--- src/cicr_pkg.sv ---
// Package for the core interrupt control register block.
// Assumes a 32-bit AXI4-Lite register bus and one 10 MHz clock.
package cicr_pkg;
  // Register indices of the two mirrors of the control register
  localparam logic [7:0] CICR_ADDR_LOW      = 8'h0b;
  localparam logic [7:0] CICR_ADDR_HIGH     = 8'h8b;
  // Register indices are not word aligned; the byte address is four times the index
  localparam logic [9:0] CICR_BYTE_LOW      = 10'h02c;
  localparam logic [9:0] CICR_BYTE_HIGH     = 10'h22c;
  // Own status register: peripheral flags and request level
  localparam logic [9:0] CICR_BYTE_STATUS   = 10'h300;
  // Field positions
  localparam int CICR_GLB_EN   = 7;
  localparam int CICR_GRP_EN   = 6;
  localparam int CICR_TIM_EN   = 5;
  localparam int CICR_EXT_EN   = 4;
  localparam int CICR_PRT_EN   = 3;
  localparam int CICR_TIM_FLAG = 2;
  localparam int CICR_EXT_FLAG = 1;
  localparam int CICR_PRT_FLAG = 0;
  // Reset value; the port change flag is undefined and taken as zero
  localparam logic [7:0] CICR_RESET         = 8'h00;
  localparam logic [1:0] CICR_RESP_OKAY     = 2'h0;
  localparam logic [1:0] CICR_RESP_SLVERR   = 2'h2;
endpackage : cicr_pkg

--- src/cicr_sync.sv ---
// Two flip-flop synchroniser for a group of asynchronous pins.
// Assumes the pins are levels that stay stable for several clocks.
`timescale 1ns/100ps
module cicr_sync #(
  parameter int WIDTH = 5
) (
  // Clock and reset
  input  wire logic             aclk,
  input  wire logic             aresetn,
  // Pin side and synchronised side
  input  wire logic [WIDTH-1:0] pins,
  output logic      [WIDTH-1:0] pins_sync
);
  logic [WIDTH-1:0] stage1;

  always_ff @(posedge aclk)
  begin
    if (!aresetn)
    begin
      stage1    <= '0;
      pins_sync <= '0;
    end
    else
    begin
      stage1    <= pins;
      pins_sync <= stage1;
    end
  end
endmodule : cicr_sync

--- src/cicr_top.sv ---
// Core interrupt control register with its AXI4-Lite slave.
// Assumes timer0 overflow arrives as a one-cycle pulse on aclk and
// the external and upper port pins are asynchronous levels.
//
// What this block does
// - The control register answers at both mirrored addresses, one shared storage.
// - Each flag sets on its condition whatever the enable bits hold.
// - Global enable bit 7 permits unmasked requests and when zero blocks them all.
// - Peripheral group enable bit 6 passes or blocks all peripheral requests.
// - No peripheral source raises a request unless bit 6 is set.
// - Timer0 enable bit 5 decides whether the timer0 flag joins the request.
// - Timer0 flag bit 2 sets on overflow and holds until software writes zero.
// - External pin flag bit 1 sets on the pin event and holds; bit 4 enables it.
// - Port change enable bit 3 masks or passes the port change flag.
//
// The AXI4-Lite slave port was decided locally.
`timescale 1ns/100ps
module cicr_top
  import cicr_pkg::*;
#(
  parameter int PERIPH_WIDTH = 4
) (
  // Clock and reset
  input  wire logic                    aclk,
  input  wire logic                    aresetn,
  // AXI4-Lite write address and data
  input  wire logic [9:0]              s_axi_awaddr,
  input  wire logic                    s_axi_awvalid,
  output logic                         s_axi_awready,
  input  wire logic [31:0]             s_axi_wdata,
  input  wire logic [3:0]              s_axi_wstrb,
  input  wire logic                    s_axi_wvalid,
  output logic                         s_axi_wready,
  output logic [1:0]                   s_axi_bresp,
  output logic                         s_axi_bvalid,
  input  wire logic                    s_axi_bready,
  // AXI4-Lite read
  input  wire logic [9:0]              s_axi_araddr,
  input  wire logic                    s_axi_arvalid,
  output logic                         s_axi_arready,
  output logic [31:0]                  s_axi_rdata,
  output logic [1:0]                   s_axi_rresp,
  output logic                         s_axi_rvalid,
  input  wire logic                    s_axi_rready,
  // Interrupt sources
  input  wire logic                    timer0_overflow,
  input  wire logic                    external_interrupt_pin,
  input  wire logic                    ext_edge_rising,
  input  wire logic [3:0]              upper_port_pins,
  input  wire logic [PERIPH_WIDTH-1:0] periph_request,
  // Request to the core
  output logic                         irq_request
);
  logic [7:0]  interrupt_control;
  logic [4:0]  pins_sync;
  logic [4:0]  pins_prev;
  logic        aw_held;
  logic        w_held;
  logic [9:0]  aw_addr;
  logic [7:0]  w_data;
  logic        w_lane0;
  logic        do_write;
  logic        ctrl_hit;
  logic        ext_event;
  logic        port_event;
  logic        periph_any;
  logic        next_irq;
  logic [31:0] next_rdata;

  function automatic logic is_ctrl(input logic [9:0] addr);
    is_ctrl = (addr[9:2] == CICR_BYTE_LOW[9:2]) || (addr[9:2] == CICR_BYTE_HIGH[9:2]);
  endfunction : is_ctrl

  // Status word is read-only; a write there is accepted and ignored
  function automatic logic is_status(input logic [9:0] addr);
    is_status = (addr[9:2] == CICR_BYTE_STATUS[9:2]);
  endfunction : is_status

  cicr_sync #(.WIDTH(5)) u_sync (
    .aclk      (aclk),
    .aresetn   (aresetn),
    .pins      ({external_interrupt_pin, upper_port_pins}),
    .pins_sync (pins_sync)
  );

  // One cycle of history per pin turns synchronised levels into edges
  always_ff @(posedge aclk)
  begin
    if (!aresetn)
      pins_prev <= '0;
    else
      pins_prev <= pins_sync;
  end

  // Edge selected by the edge input; history resets to zero, so a pin high after reset reads as a rising edge
  assign ext_event  = ext_edge_rising ? (pins_sync[4] & ~pins_prev[4])
                                      : (~pins_sync[4] & pins_prev[4]);
  assign port_event = |(pins_sync[3:0] ^ pins_prev[3:0]);

  // Write channel: address and data taken in either order
  // A pending response stalls the next write so bvalid is never overwritten
  assign do_write = aw_held && w_held && !s_axi_bvalid;
  assign ctrl_hit = is_ctrl(aw_addr);

  always_ff @(posedge aclk)
  begin
    if (!aresetn)
    begin
      aw_held       <= 1'b0;
      w_held        <= 1'b0;
      aw_addr       <= '0;
      w_data        <= '0;
      w_lane0       <= 1'b0;
      s_axi_awready <= 1'b0;
      s_axi_wready  <= 1'b0;
      s_axi_bvalid  <= 1'b0;
      s_axi_bresp   <= CICR_RESP_OKAY;
    end
    else
    begin
      // Readies are one-cycle pulses; a new beat waits until the held pair is written
      s_axi_awready <= !aw_held && !s_axi_awready && s_axi_awvalid;
      s_axi_wready  <= !w_held && !s_axi_wready && s_axi_wvalid;
      if (s_axi_awvalid && s_axi_awready)
      begin
        aw_held <= 1'b1;
        aw_addr <= s_axi_awaddr;
      end
      if (s_axi_wvalid && s_axi_wready)
      begin
        w_held  <= 1'b1;
        w_data  <= s_axi_wdata[7:0];
        w_lane0 <= s_axi_wstrb[0];
      end
      if (do_write)
      begin
        aw_held      <= 1'b0;
        w_held       <= 1'b0;
        s_axi_bvalid <= 1'b1;
        s_axi_bresp  <= (ctrl_hit || is_status(aw_addr))
                        ? CICR_RESP_OKAY : CICR_RESP_SLVERR;
      end
      else if (s_axi_bvalid && s_axi_bready)
        s_axi_bvalid <= 1'b0;
    end
  end

  // Control register: events set flags and win over a software clear
  always_ff @(posedge aclk)
  begin
    if (!aresetn)
      interrupt_control <= CICR_RESET;
    else
    begin
      if (do_write && ctrl_hit && w_lane0)
        interrupt_control <= w_data;
      if (timer0_overflow)
        interrupt_control[CICR_TIM_FLAG] <= 1'b1;
      if (ext_event)
        interrupt_control[CICR_EXT_FLAG] <= 1'b1;
      if (port_event)
        interrupt_control[CICR_PRT_FLAG] <= 1'b1;
    end
  end

  // Peripheral flags live in their own registers elsewhere; only gated here,
  // so a cleared group enable blocks them even with a flag pending
  assign periph_any = (|periph_request) && interrupt_control[CICR_GRP_EN];

  always_comb
  begin
    next_irq = interrupt_control[CICR_GLB_EN] && (
      (interrupt_control[CICR_TIM_EN] && interrupt_control[CICR_TIM_FLAG]) ||
      (interrupt_control[CICR_EXT_EN] && interrupt_control[CICR_EXT_FLAG]) ||
      (interrupt_control[CICR_PRT_EN] && interrupt_control[CICR_PRT_FLAG]) ||
      periph_any);
  end

  // Registered so the request is a clean flip-flop output; costs one cycle
  always_ff @(posedge aclk)
  begin
    if (!aresetn)
      irq_request <= 1'b0;
    else
      irq_request <= next_irq;
  end

  // Read channel
  always_comb
  begin
    next_rdata = '0;
    if (is_ctrl(s_axi_araddr))
      next_rdata[7:0] = interrupt_control;
    else if (is_status(s_axi_araddr))
      next_rdata = {{(31 - PERIPH_WIDTH){1'b0}}, irq_request, periph_request};
  end

  // Read data are captured at the address handshake and held until rready
  always_ff @(posedge aclk)
  begin
    if (!aresetn)
    begin
      s_axi_arready <= 1'b0;
      s_axi_rvalid  <= 1'b0;
      s_axi_rdata   <= '0;
      s_axi_rresp   <= CICR_RESP_OKAY;
    end
    else
    begin
      s_axi_arready <= !s_axi_arready && !s_axi_rvalid && s_axi_arvalid;
      if (s_axi_arvalid && s_axi_arready)
      begin
        s_axi_rvalid <= 1'b1;
        s_axi_rdata  <= next_rdata;
        s_axi_rresp  <= (is_ctrl(s_axi_araddr) || is_status(s_axi_araddr))
                        ? CICR_RESP_OKAY : CICR_RESP_SLVERR;
      end
      else if (s_axi_rvalid && s_axi_rready)
        s_axi_rvalid <= 1'b0;
    end
  end
endmodule : cicr_top

--- config.mk ---
export PLATFORM = sky130hd
export DESIGN_NAME = cicr_top
export DESIGN_NICKNAME = d
export VERILOG_FILES = /design/src/cicr_pkg.sv /design/src/cicr_sync.sv /design/src/cicr_top.sv
export SDC_FILE = /design/constraint.sdc
export NUM_CORES = 1
export LEC_CHECK = 0
export BUFFER_PORTS_ARGS = -buffer_cell sky130_fd_sc_hd__clkbuf_2
export CAP_MARGIN = 10
export CORE_MARGIN = 4
export CORE_UTILIZATION = 49
export CTS_CLUSTER_SIZE = 12
export DETAILED_ROUTE_END_ITERATION = 6
export PLACE_DENSITY_LB_ADDON = 0.3
export SYNTH_ARGS = -nofsm -noshare
export SYNTH_HDL_FRONTEND = slang
export SYNTH_SLANG_ARGS = --single-unit
--- constraint.sdc ---
create_clock -name aclk -period 2.16 [get_ports aclk]
set_input_delay 0.108 -clock aclk [delete_from_list [all_inputs] [get_ports aclk]]
set_output_delay 0.108 -clock aclk [all_outputs]
set_load 0.05 [all_outputs]
# Word-level counts from Yosys, hierarchy flattened
# Cells that the tools add are included.
classes:
  eq_ne: 6
  mux: 14
  bitwise_logic: 6
  reduce_logical: 42
op_table:
  columns: ["op", "count"]
  rows:
  - ["$eq 8x8->1 const B", 4]
  - ["$mux 24", 1]
  - ["$logic_and 1x1->1", 20]
  - ["$eq 8x4->1 const B", 2]
  - ["$reduce_bool 2->1", 5]
  - ["$mux 1", 8]
  - ["$mux 8", 1]
  - ["$reduce_or 4->1", 2]
  - ["$logic_not 1->1", 7]
  - ["$logic_or 1x1->1", 7]
  - ["$mux 5", 1]
  - ["$mux 2", 2]
  - ["$xor 4x4->4", 1]
  - ["$mux 3", 1]
  - ["$not 1->1", 3]
  - ["$and 1x1->1", 2]
  - ["$reduce_or 2->1", 1]
totals:
  reg_bits: 86
  input_bits: 74

# Longest topological paths before layout
# Gate-level depths: netlist of the first run.
depth:
  word_depth: 6
  ltp_mapped: 5
  ltp_nobuf: 4

# Modules after synthesis
# Synthesis of the first run repeated with hierarchy kept, for this count alone.
unflattened:
  hier_cells: 251
  area_unflattened_um2: 2358.5
by_module_without_submodules:
  columns: ["mod", "n_inst", "cells_per_inst", "area_each_um2", "seq_area_each_um2"]
  rows:
  - ["cicr_top", 1, 231, 2095.8, 960.9]
  - ["cicr_sync", 1, 20, 262.8, 200.2]

# Least setup slack after synthesis of the first run
# Ideal clock, no wire load.
synth_timing:
  path_kind: "reg-to-reg"
  startpoint: "reg s_axi_bvalid"
  endpoint: "reg interrupt_control[0]"
  setup_ns: 0.131
  t_arrival_ns: 1.344
  required_time_ns: 2.029
  slack_ns: 0.685
  stages_incl_launch_ff: 5
  n_path_buf: 0
  synth_period_minus_slack_ns: 1.475
  cell_sequence: "dfxtp_1 -> and3b_1 -> nand4_4 -> mux2i_1 -> a21boi_0"
synth_between:
  elab_chain_cells: 5
synth_lines:
  columns: ["element", "line_no", "source"]
  rows:
  - ["start, declared", "cicr_top.sv:35", "output logic s_axi_bvalid,"]
  - ["start signal, assigned", "cicr_top.sv:116", "s_axi_bvalid <= 1'b0;"]
  - ["start signal, assigned", "cicr_top.sv:139", "s_axi_bvalid <= 1'b1;"]
  - ["start signal, assigned", "cicr_top.sv:144", "s_axi_bvalid <= 1'b0;"]
  - ["$logic_not 1->1", "cicr_top.sv:102", "assign do_write = aw_held && w_held && !s_axi_bvalid;"]
  - ["$logic_and 1x1->1", "cicr_top.sv:102", null]
  - ["$logic_and 1x1->1 (2 in series)", "cicr_top.sv:155", "if (do_write && ctrl_hit && w_lane0)"]
  - ["$reduce_bool 2->1 (no line)", null, null]
  - ["end signal, assigned", "cicr_top.sv:156", "interrupt_control <= w_data;"]
  - ["end, declared", "cicr_top.sv:54", "logic [7:0] interrupt_control;"]
# Every way passes these cells.
# A chain may end at the register's enable or synchronous reset.

# Worst setup path after layout of the first run
layout_timing:
  startpoint: "reg s_axi_awready"
  endpoint: "out s_axi_awready"
layout_lines:
  columns: ["element", "line_no", "source"]
  rows:
  - ["start, declared", "cicr_top.sv:29", "output logic s_axi_awready,"]
  - ["start signal, assigned", "cicr_top.sv:122", "s_axi_awready <= !aw_held && !s_axi_awready && s_axi_awvalid;"]
# No word-level cell between the ends.

==> results of run 1 <==
[metal layers]
layer	track usage [%]	up-vias
met5	0	-
met4	7.30	0
met3	6.96	12
met2	26.8	64
met1	18.6	817
li1	-	937
[worst max path at each step]
stage	from	to	slack, ns	depth (start not counted)
global placement	w_held	interrupt_control[2]	0.83	3
floorplan	s_axi_bvalid	interrupt_control[0]	0.68	4
global route	w_held	interrupt_control[1]	0.68	4
CTS	s_axi_awready	s_axi_awready	0.80	1
finish	s_axi_awready	s_axi_awready	0.82	1
detailed placement	aw_addr[8]	interrupt_control[2]	0.82	3
[synth_stat cells, drive strengths merged (2+ instances only)]
| cell type | instances | area [um^2] |
|---|---|---|
| nor2b | 5 | 31.3 |
| and2 | 19 | 119 |
| xor2 | 4 | 35.0 |
| o21ai | 8 | 40.0 |
| a221oi | 5 | 43.8 |
| dfxtp | 58 | 1160 |
| nand2b | 2 | 12.5 |
| nor3 | 5 | 41.3 |
| clkbuf | 10 | 37.5 |
| a21boi | 24 | 180 |
| mux2i | 7 | 70.1 |
| a21oi | 3 | 15.0 |
| nor2 | 9 | 41.3 |
| nand3 | 11 | 55.1 |
| buf | 27 | 199 |
| nand2 | 40 | 150 |
[stage by stage]
stage / util, % / cells / power [mW]
floorplan: - / 279 / 1.39
global placement: 55.4 / 367 / 1.42
detailed placement: 55.4 / 367 / 1.43
CTS: 59.9 / 387 / 2.24
global route: 59.9 / 387 / 2.32
finish: 59.9 / 387 / 2.21
[logic make-up (layout without fill, tap and decap cells)]
logic type / Yosys count / after routing / share of synthesized area (%)
other: 1 / 26 / 0.157
buffers and inverters: 38 / 79 / 10.1
flip-flops: 58 / 58 / 48.7
AND/OR/NAND/NOR: 100 / 100 / 22.8
AO/OA/AOI/OAI: 46 / 46 / 13.8
XOR/XNOR: 4 / 4 / 1.47
multiplexers: 7 / 7 / 2.94
[final cells by class]
cell class              count  share of cell area (%)
clock buffers              14                    5.40
inverters                   1                   0.133
multi-input cells         183                    38.1
flip-flops and latches     58                    41.1
well taps                  67                    2.96
repair buffers             64                    12.4
[sequential cells by signal, summed over array words and instances (netlist names)]
name	cells
aw_addr	8
aw_held	1
interrupt_control	8
irq_request	1
pins_prev	5
s_axi_arready	1
s_axi_awready	1
s_axi_bresp	1
s_axi_bvalid	1
s_axi_rdata	8
s_axi_rresp	1
s_axi_rvalid	1
s_axi_wready	1
u_sync.pins_sync	5
u_sync.stage1	5
w_data	8
w_held	1
w_lane0	1
[repair_timing]
item / CTS / global route
endpoints found under the hold margin: 6 / 0
hold buffers: 6 / 0
endpoints found under the setup margin: 0 / 0
[power by group through the flow]
stage | registers (mW) | clock network [mW] | logic (mW)
floorplan | 1.18 | 0 | 0.212
global placement | 1.15 | 0 | 0.268
detailed placement | 1.16 | 0 | 0.270
CTS | 1.13 | 0.824 | 0.279
global route | 1.14 | 0.879 | 0.302
finish | 1.13 | 0.801 | 0.278
==> impl_metrics.toml, run 1 <==
[detailed_routing]
top_layer = "met4"
dr.pass1.iters = 5
wl_per_cell_um = 11.8
via_per_inst = 4.73
wl_met2_um = 2180
routed_wl_um = 4570
drt_iter0_markers = 64
drt-met1-wl_um = 1910
detail-route-antenna-nets = 0
remaining_drc_errors = 0
vias = 1830
dr_wl_met3_um = 372

[synth]
avgSynthCellArea_um2 = 9.38
postSynthCellCount = 254
async_flop_share_pct = 0
ys_seq_area_share_pct = 48.7
synth_edf_count = 0
synth_flop_cell = "dfxtp_1"
syn-cell-area_um2 = 2380
ys_types = 37
yosysWarnings = 0
yosys_register_bits = 58

[worst_setup_path]
critPathMaxFanout = 11
worstReg2RegStart = "w_held"
cpPeakStageDelay_ns = 0.55
worstSetupPathType = "reg -> out"
rrSetupSlack_ns = 0.82
arrival_ns = 1.23
critPathBufInv = 1
cp-end-kind = "output port"
path_cells = "clkbuf_2"
rr_worst_depth = 3
cp_data_required_time_ns = 2.05
cpLargestDelayFamily = "flip-flops"
critPathSlowestCell = "dfxtp_1"
reg2reg_to = "interrupt_control[2]"
crit_path_start_kind = "flip-flop"

[grt]
antenna_found_initial = 0
track_usage_pct = 16.4
grt_pass1_vias = 1763
grt-ovfl-total = 0
grt_first_pass_wirelength_um = 7820
grt_max_degree = 59

[hold_path]
min_path_cells = 3
holdPathEnd = "s_axi_wready"
min_from = "s_axi_wvalid"
hold_class = "in -> reg"

[cells_and_area]
syn2layout_area_growth_pct = 18.6
n_antenna_cell = 0
final_cell_mix = "dfxtp_1 (58), clkbuf_2 (58), nand2_1 (40), conb_1 (26), a21boi_0 (24)"
multi_input_area_um2 = 1080
regArea_um2 = 1160
finalInstanceArea_um2 = 2830
fillerInstances = 429
drive_gt1_share_pct = 22.8
nNetsFinal = 391

[power]
p_int_mw = 1.62
power.clock.fraction_pct = 36.2
leakage_nw = 1.27
p_sw_uw = 590
switching_share_pct = 26.7
p_seq_share_pct = 51.2
ir_worst_vdd_mv = 0.536
powerDensity_nw_per_um2 = 782
combPwrFrac_pct = 12.6

[clock_network]
tritoncts = "done"
cts_buffer_depth = 2
cts_setup_buffers = 0
clk_latency_ns = 0.32
cts-htree-levels = 3
root_buffer = "clkbuf_8"
cts_sinks = 58
cts_resized = 0
clk_pin_slew_ns = 0.06
numCtsBuffers = 9

[place]
pre_cts_ws_ns = 0.815
numPortBuffers = 58
finalWeightedCongestion = 0.756
dpl_cell_area_um2 = 2620
dp_hpwl_um = 3260

[sta]
setup_ws_ns = 0.820
tightest_slew_ns = 0.865
hold_viol = 0
setup_violations = 0
timing.hold.ws_ns = 0.0170
relSlewSlack_pct = 42.3
fin_setup_tns_ns = 0
max_freq_mhz = 746
maxSlewViolCount = 0
final.period_utilization_pct = 62.1
fin_crit_ns = 1.34
rsz0062_at_grt = "no"
fin_skew_ns = 0.00317

[floorplan]
fp.dieH_um = 77.7
die_area_um2 = 6040
chipWidth_um = 77.7
num_rows = 25
initial_core_util_pct = 50.5
core_area_um2 = 4720
io_pins = 116

[outcome]
status = "complete, no violations"

[job]
cap_violations = 0
Note: power is estimated with default switching activity, not from simulation.
==> inputs of run 2 (changes only) <==
--- a/config.mk
+++ b/config.mk
@@ -8,7 +8,7 @@
 export BUFFER_PORTS_ARGS = -buffer_cell sky130_fd_sc_hd__clkbuf_2
 export CAP_MARGIN = 10
 export CORE_MARGIN = 4
-export CORE_UTILIZATION = 49
+export CORE_UTILIZATION = 41
 export CTS_CLUSTER_SIZE = 12
 export DETAILED_ROUTE_END_ITERATION = 6
 export PLACE_DENSITY_LB_ADDON = 0.3
==> constraint.sdc (replaced) <==
create_clock -name aclk -period 1.14 [get_ports aclk]
set_input_delay 0.057 -clock aclk [delete_from_list [all_inputs] [get_ports aclk]]
set_output_delay 0.057 -clock aclk [all_outputs]
set_load 0.05 [all_outputs]
==> impl_metrics.toml, run 2 (same netlist as run 1, synthesis figures left out) <==
[cells_and_area]
final_common_cell = "clkbuf_2"
drive_gt1_share_pct = 28.3
nNetsFinal = 422
final_cell_mix = "clkbuf_2 (58), dfxtp_1 (51), nand2_1 (39), dlygate4sd3_1 (27), conb_1 (26)"
n_antenna_cell = 0
syn2layout_area_growth_pct = 34.3

[clock_network]
cts_buffer_depth = 2
numCtsBuffers = 9
cts-htree-levels = 3
tritoncts = "done"
root_buffer = "clkbuf_8"
cts_setup_buffers = 0
clk_latency_ns = 0.33
clk_pin_slew_ns = 0.06
cts_sinks = 58

[worst_setup_path]
worstSetupPathType = "reg -> reg"
rrSetupSlack_ns = -0.14
arrival_ns = 1.49
reg2reg_to = "interrupt_control[2]"
cp_data_required_time_ns = 1.36
cp-end-kind = "flip-flop"
rr_worst_depth = 3
critPathMaxFanout = 5
worstReg2RegStart = "s_axi_bvalid"
crit_path_start_kind = "flip-flop"

[power]
powerDensity_nw_per_um2 = 1370
ir_worst_vdd_mv = 0.675
power.clock.fraction_pct = 37.3
p_sw_mw = 1.19
p_seq_share_pct = 48.7
p_int_mw = 3.21
power_mw = 4.40
switching_share_pct = 27.1
combPwrFrac_pct = 14.0
leakage_nw = 1.44

[sta]
timing.hold.ws_ns = 0.0201
maxSlewViolCount = 0
final.period_utilization_pct = 112
setup_ws_ns = -0.136
hold_viol = 0
fin_crit_ns = 1.28
setup_violations = 8
fin_skew_ns = 0.00492
max_freq_mhz = 784
rsz0062_at_grt = "yes"

[job]
cap_violations = 0

[place]
numPortBuffers = 58
pre_cts_ws_ns = -0.200
dp_hpwl_um = 3420
finalWeightedCongestion = 0.740

[grt]
grt-ovfl-total = 0
grt_first_pass_wirelength_um = 8520
track_usage_pct = 15.1
grt_pass1_vias = 1870
grt_max_degree = 42
antenna_found_initial = 0

[detailed_routing]
routed_wl_um = 5090
remaining_drc_errors = 0
via_per_inst = 4.63
wl_per_cell_um = 12.0
detail-route-antenna-nets = 0
drt_iter0_markers = 85
dr.pass1.iters = 4
vias = 1966

[floorplan]
fp.dieH_um = 84.2
initial_core_util_pct = 42.8
num_rows = 27
die_area_um2 = 7100
io_pins = 116
core_area_um2 = 5570
chipWidth_um = 84.2

[outcome]
status = "finished with violations"
violations = "setup timing"

[hold_path]
min_path_cells = 3
holdPathEnd = "s_axi_rdata[2]"
hold_class = "in -> reg"
min_from = "periph_request[2]"
## run 2: cell types whose count changed in the layout (fill, tap and decap cells not counted), moves of 3 or more
cell           before  now
clkinv_2            0    3
buf_4               0    8
dfxtp_2             0    3
dfxtp_4             0    4
dfxtp_1            58   51
dlygate4sd3_1       6   27
## run 2: power groups by stage
stage | Clock [mW] | Combinational (mW) | Sequential, mW
5_1_grt | 1.79 | 0.665 | 2.15
4_1_cts | 1.70 | 0.612 | 2.14
6_report | 1.64 | 0.616 | 2.14
3_5_place_dp | 0 | 0.533 | 2.18
2_1_floorplan | 0 | 0.402 | 2.24
3_3_place_gp | 0 | 0.528 | 2.18
## run 2: area by class of cell
type                            count  area [um^2]
Tap cell                           72         90.1
Multi-Input combinational cell    184         1110
Inverter                            1         3.75
Clock buffer                       13          159
Sequential cell                    58         1180
Fill cell                         529         2370
Timing Repair Buffer               94          641
Clock inverter                      3         15.0
## run 2: metal layers
| metal | GRT usage [%] | part of all wire (%) | vias up |
|---|---|---|---|
| met2 | 24.5 | 47 | 75 |
| met5 | 0 | 0 | - |
| met4 | 6.58 | 1.3 | 0 |
| met1 | 18.3 | 44 | 886 |
| li1 | - | - | 997 |
| met3 | 4.71 | 7.7 | 8 |
## run 2: timing repair
item,4_1_cts,5_1_grt
gates cloned,1,0
gates resized for setup,6,5
pin swaps,4,0
hold buffers,27,0
endpoints found under the hold margin,27,0
endpoints found under the setup margin,8,19
## run 2: worst max-delay path, stage by stage, from the launching register on
cell	delay (ns)
dfxtp_4	0.34
and3b_2	0.31
nand4_4	0.19
o311a_1	0.33
## run 2: how the worst max path moves through the flow
stage,start,to,depth (start not counted)
after global routing,aw_addr[4],interrupt_control[2],3
after detailed placement,aw_addr[2],interrupt_control[2],3
final,s_axi_bvalid,interrupt_control[2],3
after floorplan,s_axi_bvalid,interrupt_control[2],3
after global placement,aw_addr[2],interrupt_control[2],3
after CTS,s_axi_bvalid,interrupt_control[2],3
## run 2: stage by stage
stage | instances | utilization, % | TNS, ns | cell area [um^2]
3_3_place_gp | 381 | 48.8 | -0.639 | 2720
6_report | 425 | 57.4 | -0.587 | 3200
3_5_place_dp | 381 | 48.8 | -1.19 | 2720
5_1_grt | 425 | 57.4 | -1.32 | 3200
4_1_cts | 425 | 57.1 | -0.660 | 3180
2_1_floorplan | 279 | - | -0.508 | 2490
==> inputs of run 3 (changes only) <==
--- a/config.mk
+++ b/config.mk
@@ -5,12 +5,13 @@
 export SDC_FILE = /design/constraint.sdc
 export NUM_CORES = 1
 export LEC_CHECK = 0
-export BUFFER_PORTS_ARGS = -buffer_cell sky130_fd_sc_hd__clkbuf_2
+export BUFFER_PORTS_ARGS = -buffer_cell sky130_fd_sc_hd__buf_2
 export CAP_MARGIN = 10
 export CORE_MARGIN = 4
-export CORE_UTILIZATION = 41
+export CORE_UTILIZATION = 35
 export CTS_CLUSTER_SIZE = 12
 export DETAILED_ROUTE_END_ITERATION = 6
+export HOLD_SLACK_MARGIN = 0.1
 export PLACE_DENSITY_LB_ADDON = 0.3
 export SYNTH_ARGS = -nofsm -noshare
 export SYNTH_HDL_FRONTEND = slang
==> impl_metrics.toml, run 3 (same netlist as run 1, synthesis figures left out) <==
[outcome]
status = "finished with violations"
violations = "setup timing"

[cells_and_area]
drive_gt1_share_pct = 26.8
final_common_cell = "buf_2"
final_core_util_pct = 50.5
final_cell_mix = "buf_2 (58), dfxtp_1 (53), nand2_1 (39), dlygate4sd3_1 (31), conb_1 (26)"
n_antenna_cell = 0
nNetsFinal = 427
syn2layout_area_growth_pct = 37.5

[floorplan]
chipWidth_um = 90.5
core_area_um2 = 6490
fp.dieH_um = 90.5
die_area_um2 = 8190
num_rows = 29
io_pins = 116
initial_core_util_pct = 36.7

[clock_network]
clk_latency_ns = 0.32
cts-htree-levels = 3
cts_buffer_depth = 2
clk_pin_slew_ns = 0.06
cts_setup_buffers = 0
cts_sinks = 58
tritoncts = "done"
numCtsBuffers = 9
root_buffer = "clkbuf_8"

[power]
p_sw_mw = 1.19
switching_share_pct = 25.6
power.clock.fraction_pct = 40.3
ir_worst_vdd_mv = 0.600
powerDensity_nw_per_um2 = 1420
leakage_nw = 1.47
p_int_mw = 3.45
combPwrFrac_pct = 13.6
p_seq_share_pct = 46.1

[place]
numPortBuffers = 58
finalWeightedCongestion = 0.836
dp_hpwl_um = 3470

[worst_setup_path]
cp-end-kind = "flip-flop"
crit_path_start_kind = "flip-flop"
rr_worst_depth = 3
startpoint = "s_axi_bvalid"
worstSetupPathType = "reg -> reg"
cp_data_required_time_ns = 1.35
crit_end = "interrupt_control[2]"
rrSetupSlack_ns = -0.11
critPathMaxFanout = 5
worstReg2RegStart = "s_axi_bvalid"
arrival_ns = 1.46
reg2reg_to = "interrupt_control[2]"

[grt]
track_usage_pct = 12.2
grt-ovfl-total = 0
antenna_found_initial = 0
grt_max_degree = 25
grt_pass1_vias = 1839
grt_first_pass_wirelength_um = 8180

[sta]
setup_violations = 8
max_freq_mhz = 799
rsz0062_at_grt = "yes"
final.period_utilization_pct = 110
fin_setup_tns_ns = -0.470
timing.hold.ws_ns = 0.113
fin_crit_ns = 1.25
hold_viol = 0
fin_skew_ns = 0.00987
maxSlewViolCount = 0
setup_ws_ns = -0.112

[job]
cap_violations = 0

[detailed_routing]
vias = 1959
dr.pass1.iters = 4
wl_per_cell_um = 11.5
detail-route-antenna-nets = 0
remaining_drc_errors = 0
routed_wl_um = 5000
via_per_inst = 4.50
drt_iter0_markers = 49

[hold_path]
hold_class = "in -> reg"
==> run 3: layout make-up <==
| cell class | count | area (um^2) |
|---|---|---|
| Tap cell | 77 | 96.3 |
| Timing Repair Buffer | 99 | 701 |
| Clock inverter | 2 | 35.0 |
| Clock buffer | 14 | 163 |
| Multi-Input combinational cell | 184 | 1100 |
| Inverter | 1 | 3.75 |
| Sequential cell | 58 | 1180 |
| Fill cell | 631 | 3220 |
==> run 3: power by group through the flow <==
stage	sequential, mW	combinational (mW)	clock, mW
final	2.14	0.633	1.87
after global routing	2.15	0.681	2.00
after CTS	2.14	0.632	1.92
after detailed placement	2.18	0.546	0
after global placement	2.18	0.542	0
after floorplan	2.24	0.402	0
==> run 3: per-stage QoR <==
stage               setup slack, ns  instances  area (um^2)  total power [mW]
CTS                          -0.120        435         3270              4.69
detailed placement           -0.168        387         2740              2.73
global route                 -0.170        435         3280              4.83
finish                       -0.112        435         3280              4.64
floorplan                    -0.137        279         2490              2.64
global placement             -0.152        387         2740              2.72
==> run 3: worst min path at each step <==
stage	depth (start not counted)	start	to
CTS	4	s_axi_awvalid	s_axi_awready
global route	3	aresetn	s_axi_wready
finish	3	aresetn	s_axi_wready
global placement	2	upper_port_pins[3]	u_sync.stage1[3]
floorplan	2	s_axi_arvalid	s_axi_arready
detailed placement	2	upper_port_pins[2]	u_sync.stage1[2]
==> run 3: timing repair <==
item,in CTS,in global routing
resized for setup,4,3
cloned,1,0
endpoints found under the hold margin,32,0
pin swaps,3,0
hold buffers,31,0
setup endpoints to repair,8,15
==> run 3: critical path: stages, from the launching register on <==
cell     delay [ns]
dfxtp_4        0.34
and3b_2        0.30
nand4_4        0.18
o311a_1        0.32
==> run 3: routing by layer <==
layer	up-vias	GRT usage (%)	routed length, um
li1	1010	-	-
met1	865	15.5	2450
met2	76	18.0	2090
met3	8	3.08	359
met4	0	8.16	103
met5	-	0	0
